==> config.mk <==
export PLATFORM = sky130hd
export DESIGN_NAME = sdcs_core
export DESIGN_NICKNAME = d
export VERILOG_FILES = /design/src/sdcs_pkg.sv /design/src/sdcs_core.sv
export SDC_FILE = /design/constraint.sdc
export NUM_CORES = 1
export LEC_CHECK = 0
export ABC_CLOCK_PERIOD_IN_PS = 9000
export BUFFER_PORTS_ARGS = -buffer_cell sky130_fd_sc_hd__clkbuf_2
export CAP_MARGIN = 20
export CORE_MARGIN = 2
export CORE_UTILIZATION = 60
export DETAILED_ROUTE_END_ITERATION = 10
export GPL_ROUTABILITY_DRIVEN = 0
export PLACE_DENSITY = 0.86
export SLEW_MARGIN = 15
export SYNTH_ARGS = -nofsm -noshare
export SYNTH_HDL_FRONTEND = slang
export SYNTH_SLANG_ARGS = --single-unit
==> constraint.sdc <==
create_clock -name REF_CLK -period 9 [get_ports REF_CLK]
set_input_delay 0.9 -clock REF_CLK [delete_from_list [all_inputs] [get_ports REF_CLK]]
set_output_delay 0.9 -clock REF_CLK [all_outputs]
set_load 0.005 [all_outputs]
==> src/sdcs_pkg.sv <==
// Package for the switched digital call supervisor
// Assumes a 25 MHz reference clock and a one-millisecond timebase derived in the core
package sdcs_pkg;
   // =====================================================
   // Clock and timing
   localparam int unsigned CLK_HZ = 25000000;
   localparam int unsigned MS_PER_S = 1000;
   localparam int unsigned CYC_PER_MS = CLK_HZ / MS_PER_S;
   localparam int unsigned NO_WINK_S = 10;
   localparam int unsigned NO_WINK_MS = NO_WINK_S * MS_PER_S;
   localparam int unsigned WINK_HIT_MS = 70;
   localparam int unsigned WINK_GLARE_MS = 350;
   localparam int unsigned ANSWER_HIT_MS = 600;
   localparam int unsigned ANSWER_VALID_S = 2;
   localparam int unsigned ANSWER_VALID_MS = ANSWER_VALID_S * MS_PER_S;
   localparam int unsigned SEIZE_HIT_MS = 35;
   localparam int unsigned SEIZE_VALID_MS = 90;
   localparam int unsigned PULSE_MS = 60;
   localparam int unsigned INTERDIGIT_MS = 600;
   localparam int unsigned DISC_MS = 2000;
   localparam int unsigned RATE_KBPS = 56;
   // =====================================================
   // Widths and reset values
   localparam int unsigned MS_W = 16;
   localparam int unsigned DIGIT_W = 4;
   localparam int unsigned NUM_DIGITS = 16;
   localparam int unsigned IDX_W = 4;
   localparam logic [7:0] RATE_RST = 8'h00;
   localparam logic [DIGIT_W-1:0] ZERO_DIGIT_PULSES = 4'hA;
   // =====================================================
   // Supervisor states
   typedef enum logic [3:0] {
      SDCS_IDLE, SDCS_SEIZE, SDCS_WINK, SDCS_NOWINK, SDCS_DIAL_MARK, SDCS_DIAL_SPACE,
      SDCS_INTERDIGIT, SDCS_ANSWER_WAIT, SDCS_ANSWER, SDCS_CONNECTED, SDCS_HANGUP_ASK,
      SDCS_IN_SEIZE
   } sdcs_state_e;
   // Event pulses toward the user
   typedef struct packed {
      logic no_wink;
      logic hit;
      logic glare;
      logic seize_hit;
      logic remote_disc;
      logic local_disc;
      logic remote_seize;
   } sdcs_event_s;
   // Operator commands
   typedef struct packed {
      logic dial;
      logic cont;
      logic quit;
      logic hangup;
      logic confirm;
      logic ctrl_code;
   } sdcs_cmd_s;
endpackage

==> src/sdcs_core.sv <==
// Call supervision for a four-wire switched digital loop, as caller or receiver
// Assumes the loop receiver gives data-mode and signal-present levels from another domain
// Operation
// Switched digital mode fixes loop rate at 56 kbit/s only.
// Flag loss of signal whenever no receive signal is present.
// Caller places loop in data mode as seizure request.
// Network returns data mode as wink when ready for pulses.
// Dial only after wink detected; show dialing status meanwhile.
// No wink within 10 s raises beep and no-wink event.
// After no-wink, continue sends digits anyway; exit abandons the call.
// Each digit is pulses alternating data mode and idle.
// Idle and all-ones indicators toggle with dial pulses.
// After last digit, watch receive path for answer.
// Network passes answer as data mode over two seconds.
// Valid answer enters established state, reports connected.
// Hit when wink under 70 ms or answer under 600 ms.
// Glare when wink lasts longer than 350 ms.
// Sending control codes during call signals hang-up, ends call.
// Detect far-end clear and report remote disconnect.
// After a call ends, send idle and wait for calls.
// Idle in switched mode, watch receive for incoming data-mode seizure.
// Incoming data mode over 90 ms is valid seizure, establishes call.
// Data mode under 35 ms before valid seizure reports seizure hit.
// Millisecond tick timing; 35 to 90 ms intervals ignored silently.
// Local hang-up needs confirm, then idle and local disconnect.
`timescale 1ns/1ps
`default_nettype none
module sdcs_core #(
   parameter int unsigned CLK_HZ_P = sdcs_pkg::CLK_HZ,
   parameter int unsigned NO_WINK_MS_P = sdcs_pkg::NO_WINK_MS,
   parameter int unsigned ND = sdcs_pkg::NUM_DIGITS
) (
   // Clock and reset
   input wire logic REF_CLK,
   input wire logic RESET_N,
   // Mode and loop receive
   input wire logic SW_MODE,
   input wire logic RX_DATA_MODE,
   input wire logic RX_SIGNAL,
   // Operator commands and number
   input wire sdcs_pkg::sdcs_cmd_s CMD,
   input wire logic [sdcs_pkg::DIGIT_W-1:0] DIGITS [ND],
   input wire logic [sdcs_pkg::IDX_W-1:0] DIGIT_COUNT,
   // Loop transmit and status
   output logic TX_DATA_MODE,
   output logic LED_IDLE,
   output logic LED_ALL_ONES,
   output logic [7:0] RATE_KBPS_O,
   output logic LOS,
   output logic DIALING,
   output logic WAIT_WINK,
   output logic WAIT_ANSWER,
   output logic CONNECTED,
   output logic BEEP,
   output sdcs_pkg::sdcs_event_s EVT
);
   import sdcs_pkg::*;

   localparam int unsigned CPM = CLK_HZ_P / MS_PER_S;
   localparam logic [MS_W-1:0] NOWINK_LIM = MS_W'(NO_WINK_MS_P);

   // =====================================================
   // Input synchronisers
   logic [1:0] dm_sync_ff, sig_sync_ff;
   logic rx_dm, rx_dm_d_ff;
   always_ff @(posedge REF_CLK or negedge RESET_N) begin
      if (!RESET_N) begin
         dm_sync_ff <= 2'h0;
         sig_sync_ff <= 2'h0;
         rx_dm_d_ff <= 1'b0;
      end else begin
         dm_sync_ff <= {dm_sync_ff[0], RX_DATA_MODE};
         sig_sync_ff <= {sig_sync_ff[0], RX_SIGNAL};
         rx_dm_d_ff <= dm_sync_ff[1];
      end
   end
   assign rx_dm = dm_sync_ff[1];

   // =====================================================
   // Millisecond tick
   logic [15:0] pre_ff;
   logic tick;
   assign tick = (pre_ff == 16'(CPM - 1));
   always_ff @(posedge REF_CLK or negedge RESET_N) begin
      if (!RESET_N) begin
         pre_ff <= 16'h0000;
      end else begin
         pre_ff <= tick ? 16'h0000 : pre_ff + 16'h0001;
      end
   end

   // =====================================================
   // Line status
   always_ff @(posedge REF_CLK or negedge RESET_N) begin
      if (!RESET_N) begin
         LOS <= 1'b1;
         RATE_KBPS_O <= RATE_RST;
      end else begin
         LOS <= ~sig_sync_ff[1];
         RATE_KBPS_O <= SW_MODE ? 8'(RATE_KBPS) : RATE_RST;
      end
   end

   // =====================================================
   // State machine with timers
   sdcs_state_e st_ff, nxt_st;
   logic [MS_W-1:0] ms_ff, nxt_ms;    // time in state
   logic [MS_W-1:0] dur_ff, nxt_dur;  // receive data-mode length
   logic [IDX_W-1:0] idx_ff, nxt_idx;
   logic [DIGIT_W-1:0] pls_ff, nxt_pls;
   logic seized_ff, nxt_seized;
   sdcs_event_s nxt_evt;
   logic rise, fall;
   assign rise = rx_dm & ~rx_dm_d_ff;
   assign fall = ~rx_dm & rx_dm_d_ff;

   // Pulse count for one digit, zero dials ten
   function automatic logic [DIGIT_W-1:0] pulses_of(input logic [DIGIT_W-1:0] d);
      pulses_of = (d == 4'h0) ? ZERO_DIGIT_PULSES : d;
   endfunction

   always_comb begin
      nxt_st = st_ff;
      nxt_ms = (tick && ms_ff != {MS_W{1'b1}}) ? ms_ff + 1'b1 : ms_ff;
      nxt_dur = rx_dm ? ((tick && dur_ff != {MS_W{1'b1}}) ? dur_ff + 1'b1 : dur_ff)
                      : '0;
      nxt_idx = idx_ff;
      nxt_pls = pls_ff;
      nxt_seized = seized_ff;
      nxt_evt = '0;
      if (!SW_MODE) begin
         nxt_st = SDCS_IDLE;
         nxt_seized = 1'b0;
      end else begin
         unique case (st_ff)
            SDCS_IDLE: begin
               if (CMD.dial) begin
                  nxt_st = SDCS_SEIZE;
                  nxt_ms = '0;
               end else if (rise) begin
                  nxt_st = SDCS_IN_SEIZE;
               end
            end
            SDCS_IN_SEIZE: begin
               if (dur_ff > MS_W'(SEIZE_VALID_MS)) begin
                  nxt_st = SDCS_CONNECTED;
                  nxt_seized = 1'b1;
                  nxt_evt.remote_seize = 1'b1;
               end else if (fall) begin
                  nxt_st = SDCS_IDLE;
                  nxt_evt.seize_hit = (dur_ff < MS_W'(SEIZE_HIT_MS)) & ~seized_ff;
               end
            end
            SDCS_SEIZE: begin
               if (rise) begin
                  nxt_st = SDCS_WINK;
               end else if (ms_ff >= NOWINK_LIM) begin
                  nxt_st = SDCS_NOWINK;
                  nxt_evt.no_wink = 1'b1;
               end
            end
            SDCS_WINK: begin
               if (dur_ff > MS_W'(WINK_GLARE_MS)) begin
                  nxt_st = SDCS_IDLE;
                  nxt_evt.glare = 1'b1;
               end else if (fall) begin
                  if (dur_ff < MS_W'(WINK_HIT_MS)) begin
                     nxt_st = SDCS_SEIZE;
                     nxt_evt.hit = 1'b1;
                  end else begin
                     nxt_st = SDCS_INTERDIGIT;
                     nxt_idx = '0;
                     nxt_ms = '0;
                  end
               end
            end
            SDCS_NOWINK: begin
               if (CMD.cont) begin
                  nxt_st = SDCS_INTERDIGIT;
                  nxt_idx = '0;
                  nxt_ms = '0;
               end else if (CMD.quit) begin
                  nxt_st = SDCS_IDLE;
               end
            end
            SDCS_INTERDIGIT: begin
               if (idx_ff >= DIGIT_COUNT) begin
                  nxt_st = SDCS_ANSWER_WAIT;
               end else if (ms_ff >= MS_W'(INTERDIGIT_MS)) begin
                  nxt_st = SDCS_DIAL_MARK;
                  nxt_pls = pulses_of(DIGITS[idx_ff]);
                  nxt_ms = '0;
               end
            end
            SDCS_DIAL_MARK: begin
               if (ms_ff >= MS_W'(PULSE_MS)) begin
                  nxt_st = SDCS_DIAL_SPACE;
                  nxt_ms = '0;
                  nxt_pls = pls_ff - 1'b1;
               end
            end
            SDCS_DIAL_SPACE: begin
               if (ms_ff >= MS_W'(PULSE_MS)) begin
                  nxt_ms = '0;
                  if (pls_ff == '0) begin
                     nxt_st = SDCS_INTERDIGIT;
                     nxt_idx = idx_ff + 1'b1;
                  end else begin
                     nxt_st = SDCS_DIAL_MARK;
                  end
               end
            end
            SDCS_ANSWER_WAIT: begin
               if (rise) begin
                  nxt_st = SDCS_ANSWER;
               end
            end
            SDCS_ANSWER: begin
               if (dur_ff > MS_W'(ANSWER_VALID_MS)) begin
                  nxt_st = SDCS_CONNECTED;
               end else if (fall) begin
                  nxt_st = SDCS_ANSWER_WAIT;
                  nxt_evt.hit = (dur_ff < MS_W'(ANSWER_HIT_MS));
               end
            end
            SDCS_CONNECTED: begin
               if (CMD.ctrl_code) begin
                  nxt_st = SDCS_IDLE;
                  nxt_evt.local_disc = 1'b1;
                  nxt_seized = 1'b0;
               end else if (!rx_dm) begin
                  nxt_st = SDCS_IDLE;
                  nxt_evt.remote_disc = 1'b1;
                  nxt_seized = 1'b0;
               end else if (CMD.hangup) begin
                  nxt_st = SDCS_HANGUP_ASK;
               end
            end
            SDCS_HANGUP_ASK: begin
               if (CMD.confirm) begin
                  nxt_st = SDCS_IDLE;
                  nxt_evt.local_disc = 1'b1;
                  nxt_seized = 1'b0;
               end else if (CMD.quit) begin
                  nxt_st = SDCS_CONNECTED;
               end else if (!rx_dm) begin
                  nxt_st = SDCS_IDLE;
                  nxt_evt.remote_disc = 1'b1;
                  nxt_seized = 1'b0;
               end
            end
            default: nxt_st = SDCS_IDLE;
         endcase
      end
   end

   // State register and seizure memory
   always_ff @(posedge REF_CLK or negedge RESET_N) begin
      if (!RESET_N) begin
         st_ff <= SDCS_IDLE;
         seized_ff <= 1'b0;
      end else begin
         st_ff <= nxt_st;
         seized_ff <= nxt_seized;
      end
   end

   // Time in state and receive data-mode length
   always_ff @(posedge REF_CLK or negedge RESET_N) begin
      if (!RESET_N) begin
         ms_ff <= '0;
         dur_ff <= '0;
      end else begin
         ms_ff <= nxt_ms;
         dur_ff <= nxt_dur;
      end
   end

   // Digit position and pulses left in the current digit
   always_ff @(posedge REF_CLK or negedge RESET_N) begin
      if (!RESET_N) begin
         idx_ff <= '0;
         pls_ff <= '0;
      end else begin
         idx_ff <= nxt_idx;
         pls_ff <= nxt_pls;
      end
   end

   // One-cycle event pulses
   always_ff @(posedge REF_CLK or negedge RESET_N) begin
      if (!RESET_N) begin
         EVT <= '0;
      end else begin
         EVT <= nxt_evt;
      end
   end

   // =====================================================
   // Loop transmit and status outputs
   logic nxt_tx;
   always_comb begin
      unique case (nxt_st)
         SDCS_SEIZE, SDCS_WINK, SDCS_NOWINK, SDCS_DIAL_MARK, SDCS_INTERDIGIT,
         SDCS_ANSWER_WAIT, SDCS_ANSWER, SDCS_CONNECTED, SDCS_HANGUP_ASK: nxt_tx = 1'b1;
         default: nxt_tx = 1'b0; // Idle code otherwise
      endcase
   end

   // Loop level and its two indicators
   always_ff @(posedge REF_CLK or negedge RESET_N) begin
      if (!RESET_N) begin
         TX_DATA_MODE <= 1'b0;
         LED_IDLE <= 1'b1;
         LED_ALL_ONES <= 1'b0;
      end else begin
         TX_DATA_MODE <= nxt_tx;
         LED_IDLE <= ~nxt_tx;
         LED_ALL_ONES <= nxt_tx;
      end
   end

   // Call progress levels
   always_ff @(posedge REF_CLK or negedge RESET_N) begin
      if (!RESET_N) begin
         DIALING <= 1'b0;
         WAIT_WINK <= 1'b0;
         WAIT_ANSWER <= 1'b0;
         CONNECTED <= 1'b0;
      end else begin
         DIALING <= (nxt_st == SDCS_DIAL_MARK) || (nxt_st == SDCS_DIAL_SPACE)
                    || (nxt_st == SDCS_INTERDIGIT);
         WAIT_WINK <= (nxt_st == SDCS_SEIZE) || (nxt_st == SDCS_WINK);
         WAIT_ANSWER <= (nxt_st == SDCS_ANSWER_WAIT) || (nxt_st == SDCS_ANSWER);
         CONNECTED <= (nxt_st == SDCS_CONNECTED) || (nxt_st == SDCS_HANGUP_ASK);
      end
   end

   // Audible alert while the no-wink choice is pending
   always_ff @(posedge REF_CLK or negedge RESET_N) begin
      if (!RESET_N) begin
         BEEP <= 1'b0;
      end else begin
         BEEP <= (nxt_st == SDCS_NOWINK);
      end
   end
endmodule
`default_nettype wire

=== Yosys cells after proc, flatten, opt, wreduce, memory -nomap -nowiden ===
Memory sizes are Yosys's and may differ from the RTL's.
Cells that the tools add are included.

* Add/sub/neg operators: 5
* Equal/unequal tests: 37
* Order comparisons: 11
* Bitwise gates (word level): 9
* Reductions and logical operators: 16
* Muxes and demuxes: 88

{| class="wikitable"
|+ Operators by type and width
! operator !! count
|-
| 16-bit 2-to-1 mux || 13
|-
| 4-bit 2-to-1 mux || 36
|-
| 16-bit one-hot mux with 5 select lines || 1
|-
| 16-bit by 1-bit adder with 16-bit output (second input constant) || 3
|-
| 4-bit one-hot mux with 12 select lines || 1
|-
| 4-bit by 3-bit equality test with 1-bit output (second input constant) || 8
|-
| 16-bit inequality test (second input constant) || 2
|-
| 4-bit equality test (second input constant) || 7
|-
| 1-bit 2-to-1 mux || 27
|-
| 2-bit inequality test (second input constant) || 9
|-
| 4-bit binary-select mux with 4-bit select || 1
|-
| 16-bit by 15-bit equality test with 1-bit output (second input constant) || 1
|-
| 4-bit by 2-bit equality test with 1-bit output (second input constant) || 4
|-
| 16-bit by 10-bit >= comparator with 1-bit output (second input constant) || 1
|-
| 16-bit by 14-bit >= comparator with 1-bit output (second input constant) || 1
|-
| 16-bit by 6-bit >= comparator with 1-bit output (second input constant) || 1
|-
| 16-bit by 11-bit > comparator with 1-bit output (second input constant) || 1
|-
| 16-bit by 7-bit > comparator with 1-bit output (second input constant) || 1
|-
| 16-bit by 9-bit > comparator with 1-bit output (second input constant) || 1
|-
| 16-bit by 10-bit less-than comparator with 1-bit output (second input constant) || 1
|-
| 16-bit by 6-bit less-than comparator with 1-bit output (second input constant) || 1
|-
| 16-bit by 7-bit less-than comparator with 1-bit output (second input constant) || 1
|-
| 4-bit zero test || 3
|-
| 4-bit one-hot mux with 3 select lines || 1
|-
| other kinds (28) || 40
|}

* Input bits: 79
* Register bits: 87
* Memories kept: 1
* Memory bits (read-only): 16

{| class="wikitable"
|+ Memory list
! name !! words !! width !! rd ports !! clocked after memory_dff !! wr ports !! line !! source
|-
| (no name shown) || 16 || 1 || 1 || 0 || 0 || sdcs_core.sv:303 || <nowiki>unique case (nxt_st)</nowiki>
|}

=== Longest topological paths before layout ===
Gate-level depths: netlist (run 1).

* Depth in word-level cells: 9
* Depth in mapped cells: 10

=== Worst setup path before layout (run 1) ===
OpenSTA, ideal clock, no wires.

* Kind: flip-flop to flip-flop
* From: reg dur_ff[15]
* To: reg idx_ff[3]
* Path slack: 6.159 ns
* Setup time: 0.096 ns
* Clock period less this slack: 2.841 ns
* Stages on the path, launching flop included: 8
* Data arrival time: 2.745 ns
* Required time: 8.904 ns
* Cells stage by stage: dfrtp_1 or4_4 or4_4 o41ai_2 o31ai_1 or4_4 or2_1 o31ai_1

* Cells in the longest elaborated chain, start to end: 3
* Elaborated cells between the ends (all ways): 5

{| class="wikitable"
|+ RTL lines
! element !! line !! source
|-
| start: declaration || sdcs_core.sv:108 || <nowiki>logic [MS_W-1:0] dur_ff, nxt_dur;</nowiki>
|-
| start signal: assignment || sdcs_core.sv:275 || <nowiki>dur_ff <= nxt_dur;</nowiki>
|-
| 16-bit by 7-bit less-than comparator with 1-bit output or 16-bit by 9-bit > comparator with 1-bit output (tied branches) || sdcs_core.sv:167, sdcs_core.sv:163 ||
|-
| 2-bit inequality test (no source line) || n/a ||
|-
| 8-bit AND reduction (no source line) * || n/a ||
|-
| end signal: assignment || sdcs_core.sv:285 || <nowiki>idx_ff <= nxt_idx;</nowiki>
|-
| end: declaration || sdcs_core.sv:109 || <nowiki>logic [IDX_W-1:0] idx_ff, nxt_idx;</nowiki>
|}

Mark *: on every way between the ends. The rest lies on a longest branch, timed or not.
A chain may end at the register's enable or synchronous reset.

=== Worst setup path after layout (run 1) ===
* From: reg dur_ff[15]
* To: reg LED_ALL_ONES

* Cells in the longest elaborated chain, start to end: 7
* Elaborated cells between the ends (all ways): 12

{| class="wikitable"
|+ RTL lines
! element !! line !! source
|-
| 16-bit by 7-bit less-than comparator with 1-bit output || sdcs_core.sv:167 || <nowiki>if (dur_ff < MS_W'(WINK_HIT_MS)) begin</nowiki>
|-
| 3-bit 2-to-1 mux || sdcs_core.sv:167 ||
|-
| 4-bit 2-to-1 mux || sdcs_core.sv:166 || <nowiki>end else if (fall) begin</nowiki>
|-
| 4-bit 2-to-1 mux || sdcs_core.sv:163 || <nowiki>if (dur_ff > MS_W'(WINK_GLARE_MS)) begin</nowiki>
|-
| 4-bit one-hot mux with 12 select lines * || sdcs_core.sv:135 || <nowiki>unique case (st_ff)</nowiki>
|-
| 4-bit 2-to-1 mux * || sdcs_core.sv:131 || <nowiki>if (!SW_MODE) begin</nowiki>
|-
| memory 16 x 1 bit * || n/a ||
|-
| named net nxt_tx || sdcs_core.sv:301 || <nowiki>logic nxt_tx;</nowiki>
|-
| end signal: assignment || sdcs_core.sv:319 || <nowiki>LED_ALL_ONES <= nxt_tx;</nowiki>
|-
| end: declaration || sdcs_core.sv:47 || <nowiki>output logic LED_ALL_ONES,</nowiki>
|}

The timed path passes the listed nets; every way through them passes the cells marked *.

==> results of run 1 <==
[path summary, 6_finish.rpt]
kind,cells after the start,to
min in group asynchronous,1,sig_sync_ff[0]
min reg2reg,1,LOS
max in group asynchronous,2,LED_IDLE
max,7,LED_ALL_ONES
min,1,LOS
max reg2reg,7,LED_ALL_ONES
[Yosys cell counts, types with 3 or more instances]
master,n,area [µm²]
sky130_fd_sc_hd__a211o_1,3,26.28
sky130_fd_sc_hd__a211oi_1,5,37.54
sky130_fd_sc_hd__a21o_1,4,30.03
sky130_fd_sc_hd__a21oi_1,9,45.04
sky130_fd_sc_hd__a22oi_1,3,22.52
sky130_fd_sc_hd__a31oi_1,3,18.77
sky130_fd_sc_hd__and2_1,11,68.82
sky130_fd_sc_hd__and3_1,9,56.30
sky130_fd_sc_hd__buf_4,8,60.06
sky130_fd_sc_hd__clkbuf_1,27,101.4
sky130_fd_sc_hd__dfrtp_1,80,2002
sky130_fd_sc_hd__ha_1,11,137.6
sky130_fd_sc_hd__inv_1,19,71.32
sky130_fd_sc_hd__mux4_2,20,450.4
sky130_fd_sc_hd__nand2_1,33,123.9
sky130_fd_sc_hd__nand2b_1,7,43.79
sky130_fd_sc_hd__nand3_1,34,170.2
sky130_fd_sc_hd__nand4_1,8,50.05
sky130_fd_sc_hd__nand4b_1,4,35.03
sky130_fd_sc_hd__nor2_1,67,251.5
sky130_fd_sc_hd__nor2b_1,12,75.07
sky130_fd_sc_hd__nor3_1,20,100.1
sky130_fd_sc_hd__nor3b_1,5,37.54
sky130_fd_sc_hd__nor4_1,5,31.28
sky130_fd_sc_hd__nor4b_1,4,35.03
sky130_fd_sc_hd__o211ai_1,3,22.52
sky130_fd_sc_hd__o21ai_0,16,80.08
sky130_fd_sc_hd__o31a_1,3,26.28
sky130_fd_sc_hd__o31ai_1,8,60.06
sky130_fd_sc_hd__or3_1,5,31.28
sky130_fd_sc_hd__or4_1,5,37.54
sky130_fd_sc_hd__or4_4,3,33.78
sky130_fd_sc_hd__xnor2_1,23,201.4
sky130_fd_sc_hd__xor2_1,21,183.9
[registers in the layout (all words and copies together) (netlist names), 4 cells and up]
signal	flops
EVT	7
dur_ff	16
idx_ff	4
ms_ff	16
pls_ff	4
pre_ff	16
st_ff	4
[final cells by class]
class                   count  area [µm²]
clock buffers               9       123.9
clock inverters             7       82.58
fillers                   672        2645
inverters                  20       75.07
multi-input cells         410        2942
flip-flops and latches     82        2054
well taps                 108       135.1
repair buffers            101       535.5
[layer usage]
metal / wire length [µm] / vias up / part of all wire
met1: 5110 / 2209 / 0.42
met5: 0 / - / 0
met2: 5937 / 224 / 0.48
met4: 287 / 0 / 0.023
li1: - / 2129 / -
met3: 931 / 29 / 0.076
[power groups by stage]
stage	registers, mW	clock network (mW)	logic [mW]
after floorplan	0.407	0	0.204
after CTS	0.442	0.284	0.230
after global placement	0.448	0	0.220
after global routing	0.436	0.301	0.272
final	0.430	0.279	0.250
after detailed placement	0.449	0	0.229
[worst max-delay path: cells and delay by family (launching register included)]
kind | cells | cell delay (ns)
flops | 1 | 0.41
compound gates | 4 | 1.74
simple gates | 3 | 0.91
[per-stage QoR]
step	cell area (µm²)	utilization	hold slack (ns)
after detailed placement	5697	0.6629	0.3411
after CTS	5903	0.6870	0.3576
after floorplan	5235	-	0.3312
final	5948	0.6922	0.3542
after global placement	5697	0.6629	0.3343
after global routing	5948	0.6922	0.3681
[cells by family (layout without fill, tap and decap cells)]
logic type               after synthesis  after routing  share of synthesized area
AND/OR/NAND/NOR                      245            245                     0.2493
AO/OA/AOI/OAI                         83             83                     0.1194
flip-flops                            82             82                     0.3936
buffers and inverters                 57            137                    0.04674
XOR/XNOR                              44             44                    0.07383
multiplexers                          22             22                    0.09012
adder cells (fa/ha/maj)               11             11                    0.02637
other                                  1              5                  0.0007184
==> summary by stage, run 1 <==
Run status
The flow ran to the end, and the final reports show no timing, DRC or antenna violations.

Placed design
Once detailed placement completed, the half-perimeter wirelength came to 9148 µm. The minimum setup slack after placement is 5.810 ns. The number of placed instances, taps included, is 718. The number of port buffers is 97.

Global routing
In the global route stage, met3 resource usage came out at 0.04748. After global routing, the most crowded layer is met2. The met2 track demand over resource is 0.4231. The met1 capacity usage during global routing is 0.3402. The initial antenna violation count is 0.

The number of global-route vias before repair was 4327. The first-pass GRT wire length is 20130 µm. The total overflow left after global routing is 0. The largest net degree at the start of global routing is 83. The overall fraction of global-route tracks in use is 0.2573.

Clock tree
The clock reaches the later pin of the worst-skew pair after ~0.36 ns. The cell sitting at the root of the clock tree is a sky130_fd_sc_hd__clkbuf_8. The number of buffers between clock root and the deepest sink is 2. The number of clock buffers inserted by TritonCTS is 9.

The post-CTS setup buffer count is 0. Clock-pin slew was measured on the worst setup and hold paths at 0.10 ns. The count of hold buffers inserted by post-cts repair is 0. TritonCTS built the clock tree. The clock tree synthesis step divided the H-tree into 3 levels. In this run, post-CTS repair resized a total of 0 instances.

The clock drives 82 sinks.

Setup path
The worst setup path is captured at a register. The start of the worst register-to-register path is dur_ff[15]. STA classifies the critical path startpoint as a register.

The maximum fanout along the worst path is 4. The highest-delay cell along the critical path is sky130_fd_sc_hd__a2111oi_0. The register-to-register setup slack is 5.83 ns.

On the worst path, the slowest cell contributes a delay of 0.79 ns. The critical path is of the register to register type. At the worst endpoint, the required time is 9.23 ns. Data on the critical path arrives at its endpoint at 3.41 ns. The critical path goes through or4_4 > a2111oi_0 > nor2_1 > a211oi_1 > nand2_1 > o31ai_1 > a21oi_1.

The worst setup path startpoint is dur_ff[15].

Min path
In this run the most critical hold path is launched from sig_sync_ff[1]. The worst min-delay path class is register to register.

STA
The final worst-path cycle share is 0.3524. The final setup skew is 0.01634 ns. The worst path meets setup with 5.829 ns of slack. Setup repair after global routing left no endpoint under its margin. At the pin with the least slew margin, the transition time is 0.8561 ns. The final-report setup violation count is 0. The final critical path time including I/O delays and setup is about 3.2 ns. The highest achievable clock rate is approximately 0.32 GHz. The max-slew violation count is 0. In the final timing run, aggregate negative setup slack is 0 ns.

The relative slew slack is 0.4145. The hold violation count in the final report is 0.

Synthesis
Synthesis produced a netlist whose cell count is 545. The synthesized cell area is roughly 0.0052 mm². The Yosys warning count is 0.

The average footprint of a synthesized cell is between 9 and 10 µm². The synthesized netlist contains 67 unique library cells. Counting flops with an async set or reset pin after synthesis yields a share of 1.000. For this run, the register share of the synthesized area comes to 0.3936.

Synthesis inferred 82 register bits. The most used flip-flop cell after synthesis is sky130_fd_sc_hd__dfrtp_1. The synthesized design contains 0 enable-type register cells.

Route
Across all layers, the routed design uses 4591 vias. Wires add up to approximately 12000 µm. The detail route stage leaves a number of antenna-violating nets equal to 0. In the routed design, unresolved DRC markers number 0.

The vias per cell is 6.229. In this run, the number of DRC markers left after iteration 0 of detailed routing was 374. Dividing the detail-routed wire length by the instance count gives 16.64 µm. The detailed-routing iteration count for the pre-antenna-repair pass is 5.

Finish
The repair_antennas step left the layout with diodes totalling 0. The fraction of layout instances using a drive strength above 1 is 0.2353. The top cell types in the final layout, fill and taps aside, are 97 x sky130_fd_sc_hd__clkbuf_2, 80 x sky130_fd_sc_hd__dfrtp_1, 67 x sky130_fd_sc_hd__nor2_1. The post-route non-filler standard cell count is 737. The final net count is 714. The signed area change from the synthesized netlist to the final layout is 13.95%. The leading cell type in the layout, fill and taps excluded is sky130_fd_sc_hd__clkbuf_2.

Power
The sequential share of power is 0.448. Of the total power, the share spent switching nets is 0.3134. For this design the static power due to leakage is 2.703 nW. The power density of the placed cells is 161.4 mW/mm². The design draws 960.1 µW.

The share of total power dissipated in combinational logic is 0.261. The cell-internal power is 659.2 µW. Of the total power, the clock network draws 0.291. The net switching power of the design is 300.8 µW. The maximum resistive drop on vdd is 150.2 µV.

Die
The core box area is 0.008593 mm². The top-level port count is 103. The die area is 0.009462 mm². The die height is ~100 µm. From left edge to right edge, the die measures roughly 97 µm. The cell row count is 34.

The initial utilization of the core area, before any placement, comes to 0.6075.

Flow run
Max-cap violations in this run came to 0.
No activity file was read; power rests on OpenSTA's default activity.
==> inputs of run 2 (changes only) <==
Settings changed: ABC_CLOCK_PERIOD_IN_PS 9000 to 3000, CORE_UTILIZATION 60 to 56, PLACE_DENSITY 0.86 to 0.81.
Clock period 9 ns to 3 ns, I/O delays scaled along.
==> summary by stage, run 2 (synthesized netlist as in run 1, its figures left out) <==
STA
The relative slew slack is 0.5418 (+0.1273). The final worst-path cycle share is 0.9619 (+0.6096). The highest achievable clock rate was 0.3465 GHz (+9.9%). The final-report setup violation count came to 0 (unchanged). The max-slew violation count is 0 (unchanged). Setup repair after global routing left no endpoint under its margin. The final setup skew is 0.01299 ns (-0.003351 ns). The hold violation count in the final report is 0 (unchanged). The final critical path time including I/O delays and setup is 2.886 ns (-0.2854 ns). The setup TNS after final layout is 0 ns (unchanged). The transition time of the tightest slew-check pin is 0.6821 ns (-0.1740 ns).

Setup path
Traced cell by cell, the critical path runs through or4_4 > or4_4 > o41ai_4 > o31ai_2 > or4_4 > buf_4 > o21ai_2 > o31ai_4. The cell family contributing the most delay on the critical path is simple AND/OR/NAND/NOR gates. The stage delay of the slowest cell on the critical path is 0.57 ns (-0.22 ns). The maximum fanout along the worst path is 5 (+1).

The number of buffers and inverters on the critical path is 1 (+1). The arrival time at the worst endpoint came to 3.11 ns (-0.30 ns). The sort of element at the end of the critical path is a register. The kind of start point of the critical path is a register. On the critical path, the stage with the largest delay is an instance of sky130_fd_sc_hd__or4_4.

The worst setup path is of the register to register kind. The data required time at the worst endpoint is 3.23 ns (-6.00 ns). The cell that appears most often on the critical path is sky130_fd_sc_hd__or4_4.

Die
The core box area was 0.009153 mm² (+6.5%). The width of the die is 100.5 µm (+3.4%). The starting utilization of the core area is 0.5703 (-0.03712). The die height was 100.5 µm (+3.4%). The cell row count came to 35 (+2.9%). The die area is 0.01011 mm² (+6.8%).

The top-level port count came to 103 (unchanged).

Route
The vias per cell is 6.091 (-2.2%). The number of design-rule violations left by the first detailed-router iteration is 302 (-19%). The routed wire length is 12660 µm (+3.2%). The via count is 4611 (+0.44%).

The remaining number of nets flagged by the antenna check after routing was 0 (unchanged). The final routed wire length divided by cell count is 16.72 µm (+0.44%). The detailed-routing iteration count for the pre-antenna-repair pass is 5 (unchanged).

The number of design rule violations left after detail routing was 0 (unchanged).

Clock tree
The clock root buffer is sky130_fd_sc_hd__clkbuf_8. The number of buffers between clock root and the deepest sink came to 2 (unchanged). The H-tree level count is 3 (unchanged). TritonCTS built the clock tree. The total number of clock tree sinks is 82 (unchanged). The number of clock buffers inserted by TritonCTS is 9 (unchanged). The insertion delay of the later-clocked pin in the worst-skew pair came to 0.36 ns (about the same).

The register clock-pin slew on the reported worst setup and hold paths was 0.08 ns (-0.02 ns).

Placed design
The HPWL reported at the end of detailed placement is 9535 µm (+4.2%). The number of port buffers is 97 (unchanged). The placement-stage cell area was 0.005818 mm² (+2.1%).

Global routing
The global-route congestion overflow total came to 0 (unchanged). The initial antenna violation count is 0 (unchanged). The overall fraction of global-route tracks in use is 0.2611 (+0.003744).

The largest net degree at the start of global routing was 83 (unchanged). The first-pass GRT wire length is 20840 µm (+3.6%). The number of global-route vias before repair is 4608 (+6.5%).

Finish
The leading cell type in the layout, fill and taps excluded is sky130_fd_sc_hd__clkbuf_2. The largest registers in the layout are dur_ff x16, ms_ff x16, pre_ff x16. The share of the core filled with cells in the final layout is 0.6667 (-0.02548). The fraction of layout instances using a drive strength above 1 came to 0.2616 (+0.02632). The signed area change from the synthesized netlist to the final layout is 16.90%.

The post-route cell area is 0.006102 mm² (+2.6%). In the layout the commonest cells are 96 x sky130_fd_sc_hd__clkbuf_2, 80 x sky130_fd_sc_hd__dfrtp_1, 67 x sky130_fd_sc_hd__nor2_1. The number of antenna repair diodes is 0 (unchanged).

The final net count is 731 (+2.4%).

Run status
The flow ran to the end, and the final reports show no timing, DRC or antenna violations.

Min path
The tightest min-delay check is of the input pin to register type.

Power
The power density of the placed cells is 462.5 mW/mm² (+190%). The maximum resistive drop on vdd is 279.8 µV (+86%). The leakage power total is 2.786 nW (+3.1%).

Flow run
The max capacitance violation total was 0 (unchanged).
## run 2: cell types whose count changed in the layout (fill, tap and decap cells not counted), sizes merged
cell	change
clkbuf	+1
buf	+17
dlygate4sd3	+1
bufinv	-1
inv	-4
clkinv	+3
## run 2: power by group
group	switching [mW]	leakage (nW)	total, mW	internal (mW)
combinational	0.383	1.61	0.852	0.469
sequential	0.0905	1.10	1.25	1.16
clock	0.399	0.0851	0.718	0.319
total	0.873	2.79	2.82	1.95
## run 2: metal layers
metal / up-vias / routed length [µm] / part of all wire / GRT usage
met1: 2213 / 5039 / 0.40 / 0.3131
met4: 0 / 345 / 0.027 / 0.09589
met2: 203 / 6444 / 0.51 / 0.4610
met3: 39 / 825 / 0.065 / 0.05756
met5: - / 0 / 0 / 0
li1: 2156 / - / - / -
## run 2: final cells by class
| type | instances | area, µm² |
|---|---|---|
| fillers | 714 | 3050 |
| multi-input cells | 410 | 2989 |
| flip-flops and latches | 82 | 2054 |
| repair buffers | 118 | 673.1 |
| clock buffers | 11 | 141.4 |
| well taps | 111 | 138.9 |
| inverters | 20 | 75.07 |
| clock inverters | 5 | 30.03 |
## run 2: timing repair
item                                   in CTS  in global routing
pin swaps                                   0                  5
resized for setup                           2                  9
buffers inserted                            0                  4
endpoints found under the hold margin       0                 37
setup endpoints to repair                   1                  7
hold buffers                                0                  1
cloned                                      0                  0
## run 2: final timing paths
check	from	endpoint	slack [ns]	cells past startpoint
setup reg to reg	dur_ff[13]	idx_ff[3]	0.11	8
hold reg to reg	dm_sync_ff[0]	dm_sync_ff[1]	0.35	0
setup / recovery	dur_ff[13]	idx_ff[3]	0.11	8
min in group asynchronous	RESET_N	pre_ff[4]	0.44	2
hold / removal	RX_SIGNAL	sig_sync_ff[0]	0.04	1
max in group asynchronous	RESET_N	LED_IDLE	1.89	3
## run 2: through the flow
step / instances / worst slack [ns] / hold slack, ns / power [mW]
6_report: 757 / 0.1142 / 0.04049 / 2.822
5_1_grt: 757 / 0.01860 / 0.02097 / 2.991
4_1_cts: 751 / 0.01205 / 0.02148 / 2.822
3_5_place_dp: 735 / -0.02447 / 0.3387 / 2.098
3_3_place_gp: 735 / 0.06259 / 0.3329 / 2.062
2_1_floorplan: 549 / 0.1595 / 0.004409 / 1.832
==> inputs of run 3 (changes only) <==
Settings changed: MAX_ROUTING_LAYER set to met4.
==> summary by stage, run 3 (synthesized netlist as in run 1, its figures left out) <==
Run status
The run finished with clean final reports.

Route
The routed wire length is 12730 µm (+0.62%). The detailed-routing iteration count for the pre-antenna-repair pass came to 5 (unchanged). The number of design-rule violations left by the first detailed-router iteration came to 300 (-0.66%). The number of design rule violations left after detail routing came to 0 (unchanged).

The vias per cell is 6.086 (about the same). The remaining number of nets flagged by the antenna check after routing was 0 (unchanged). The final routed wire length divided by cell count was 16.82 µm (+0.62%). The via count is 4607 (-0.087%).

Clock tree
The H-tree level count is 3 (unchanged). The register clock-pin slew on the reported worst setup and hold paths was 0.09 ns (about the same). The total number of clock tree sinks is 82 (unchanged). The TritonCTS clock tree is built. The insertion delay of the later-clocked pin in the worst-skew pair came to 0.36 ns (about the same). The number of clock buffers inserted by TritonCTS is 9 (unchanged). The clock root buffer is sky130_fd_sc_hd__clkbuf_8. The number of buffers between clock root and the deepest sink is 2 (unchanged).

Min path
The path class of the tightest hold or removal check is input pin to register.

Power
The cell-internal power is 1.950 mW (about the same). The proportion of power drawn by combinational gates was 0.302 (about the same). The power density of the placed cells came to 462.4 mW/mm² (about the same). The maximum resistive drop on vdd is 281.4 µV (+0.60%). The leakage power total was 2.789 nW (+0.12%). The total power after layout was 2.825 mW (+0.11%).

The sequential share of power was 0.444 (about the same). The net switching power of the design was 874.9 µW (+0.24%). The share of total power in the clock network was 0.254 (about the same).

The fraction of power spent switching nets is 0.3097 (+0.0003917).

Die
The top-level port count is 103 (unchanged). The die area is 0.01011 mm² (unchanged). The starting utilization of the core area is 0.5703 (unchanged).

The cell row count was 35 (unchanged). The width of the die is 100.5 µm (unchanged). The core box area is 0.009153 mm² (unchanged). The die height is 100.5 µm (unchanged).

Placed design
The number of port buffers is 97 (unchanged). The HPWL reported at the end of detailed placement is 9535 µm (unchanged). The cell count after placement is 735 (unchanged). The placement-stage cell area came to 0.005818 mm² (unchanged).

Global routing
The number of global-route vias before repair is 4606 (-0.043%). The overall fraction of global-route tracks in use is 0.2692 (+0.008120). The first-pass GRT wire length is 20870 µm (+0.13%). The initial antenna violation count is 0 (unchanged). The largest net degree at the start of global routing is 83 (unchanged).

The global-route congestion overflow total is 0 (unchanged).

STA
The final setup skew came to 0.01531 ns (+0.002317 ns). The final critical path time including I/O delays and setup is 2.888 ns (+0.002700 ns). The highest achievable clock rate is 0.3462 GHz (about the same). The transition time of the tightest slew-check pin is 0.6689 ns (-0.01320 ns).

The hold violation count in the final report came to 0 (unchanged). The relative slew slack is 0.5506 (+0.008870). The max-slew violation count is 0 (unchanged). Setup repair after global routing left no endpoint under its margin. The final-report setup violation count was 0 (unchanged). The final worst-path cycle share is 0.9628 (about the same).

Finish
The fraction of layout instances using a drive strength above 1 is 0.2616 (unchanged). The largest registers in the layout are dur_ff x16, ms_ff x16, pre_ff x16. The post-route cell area is 0.006110 mm² (+0.12%). Compared with the post-synthesis result, the final layout area differs by 17.04%. The number of antenna repair diodes is 0 (unchanged).

The final net count is 731 (unchanged). In the layout the commonest cells are 96 x sky130_fd_sc_hd__clkbuf_2, 80 x sky130_fd_sc_hd__dfrtp_1, 67 x sky130_fd_sc_hd__nor2_1. The leading cell type in the layout, fill and taps excluded is sky130_fd_sc_hd__clkbuf_2. The post-route non-filler standard cell count is 757 (unchanged).

The share of the core filled with cells in the final layout is 0.6675 (+0.0008200).

Setup path
The maximum fanout along the worst path was 5 (unchanged). The data required time at the worst endpoint was 3.23 ns (about the same). The kind of start point of the critical path is a register. The arrival time at the worst endpoint was 3.12 ns (about the same).

The register-to-register setup slack came to 0.11 ns (about the same). STA classifies the critical path endpoint as a register. The critical path in this run is classified as register to register.

Flow run
The max capacitance violation total is 0 (unchanged).
==> run 3: cell counts in the layout (fill, tap and decap cells not counted) <==
No cell type changed its count.
==> run 3: what timing repair did <==
item                                    4_1_cts  5_1_grt
hold buffers                                  0        1
resized for setup                             2        9
setup buffers                                 0        4
endpoints found under the setup margin        1        7
pin swaps                                     0        5
hold endpoints to repair                      0       29
==> run 3: layer usage <==
| layer | global-route usage | share of wire |
|---|---|---|
| met1 | 0.3158 | 0.41 |
| met2 | 0.4621 | 0.52 |
| met3 | 0.05340 | 0.055 |
| met4 | 0.09589 | 0.024 |
| met5 | - | 0 |
==> run 3: critical path, cell delays in order, from the launching register on <==
cell and delay (ns):
sky130_fd_sc_hd__dfrtp_1 0.38, sky130_fd_sc_hd__or4_4 0.57, sky130_fd_sc_hd__or4_4 0.57, sky130_fd_sc_hd__o41ai_4 0.23
sky130_fd_sc_hd__o31ai_2 0.13, sky130_fd_sc_hd__or4_4 0.44, sky130_fd_sc_hd__buf_4 0.17, sky130_fd_sc_hd__o21ai_2 0.18
sky130_fd_sc_hd__o31ai_4 0.09
==> run 3: cell type report <==
class | count | area (µm²)
inverters | 20 | 75.07
fillers | 715 | 3043
repair buffers | 118 | 680.7
clock inverters | 5 | 30.03
multi-input cells | 410 | 2989
flip-flops and latches | 82 | 2054
well taps | 111 | 138.9
clock buffers | 11 | 141.4
==> run 3: worst paths after layout <==
kind,start,endpoint,cells past startpoint
max,dur_ff[13],idx_ff[3],8
min,RX_SIGNAL,sig_sync_ff[0],1
max reg2reg,dur_ff[13],idx_ff[3],8
min reg2reg,dm_sync_ff[0],dm_sync_ff[1],0
max in group asynchronous,RESET_N,LED_IDLE,3
min in group asynchronous,RESET_N,pre_ff[4],2
==> run 3: per-stage QoR <==
stage | setup TNS (ns) | hold slack, ns | setup WS (ns)
after floorplan | 0 | 0.004409 | 0.1595
after global placement | 0 | 0.3329 | 0.06259
after detailed placement | -0.02447 | 0.3387 | -0.02447
after CTS | 0 | 0.02148 | 0.01205
after global routing | 0 | 0.02105 | 0.01869
final | 0 | 0.03893 | 0.1115
==> run 3: power by group through the flow <==
| stage | clock (mW) | combinational [mW] | sequential (mW) |
|---|---|---|---|
| final | 0.718 | 0.854 | 1.25 |
| after global routing | 0.789 | 0.941 | 1.26 |
| after detailed placement | 0 | 0.828 | 1.27 |
| after global placement | 0 | 0.795 | 1.27 |
| after floorplan | 0 | 0.611 | 1.22 |
| after CTS | 0.738 | 0.833 | 1.25 |
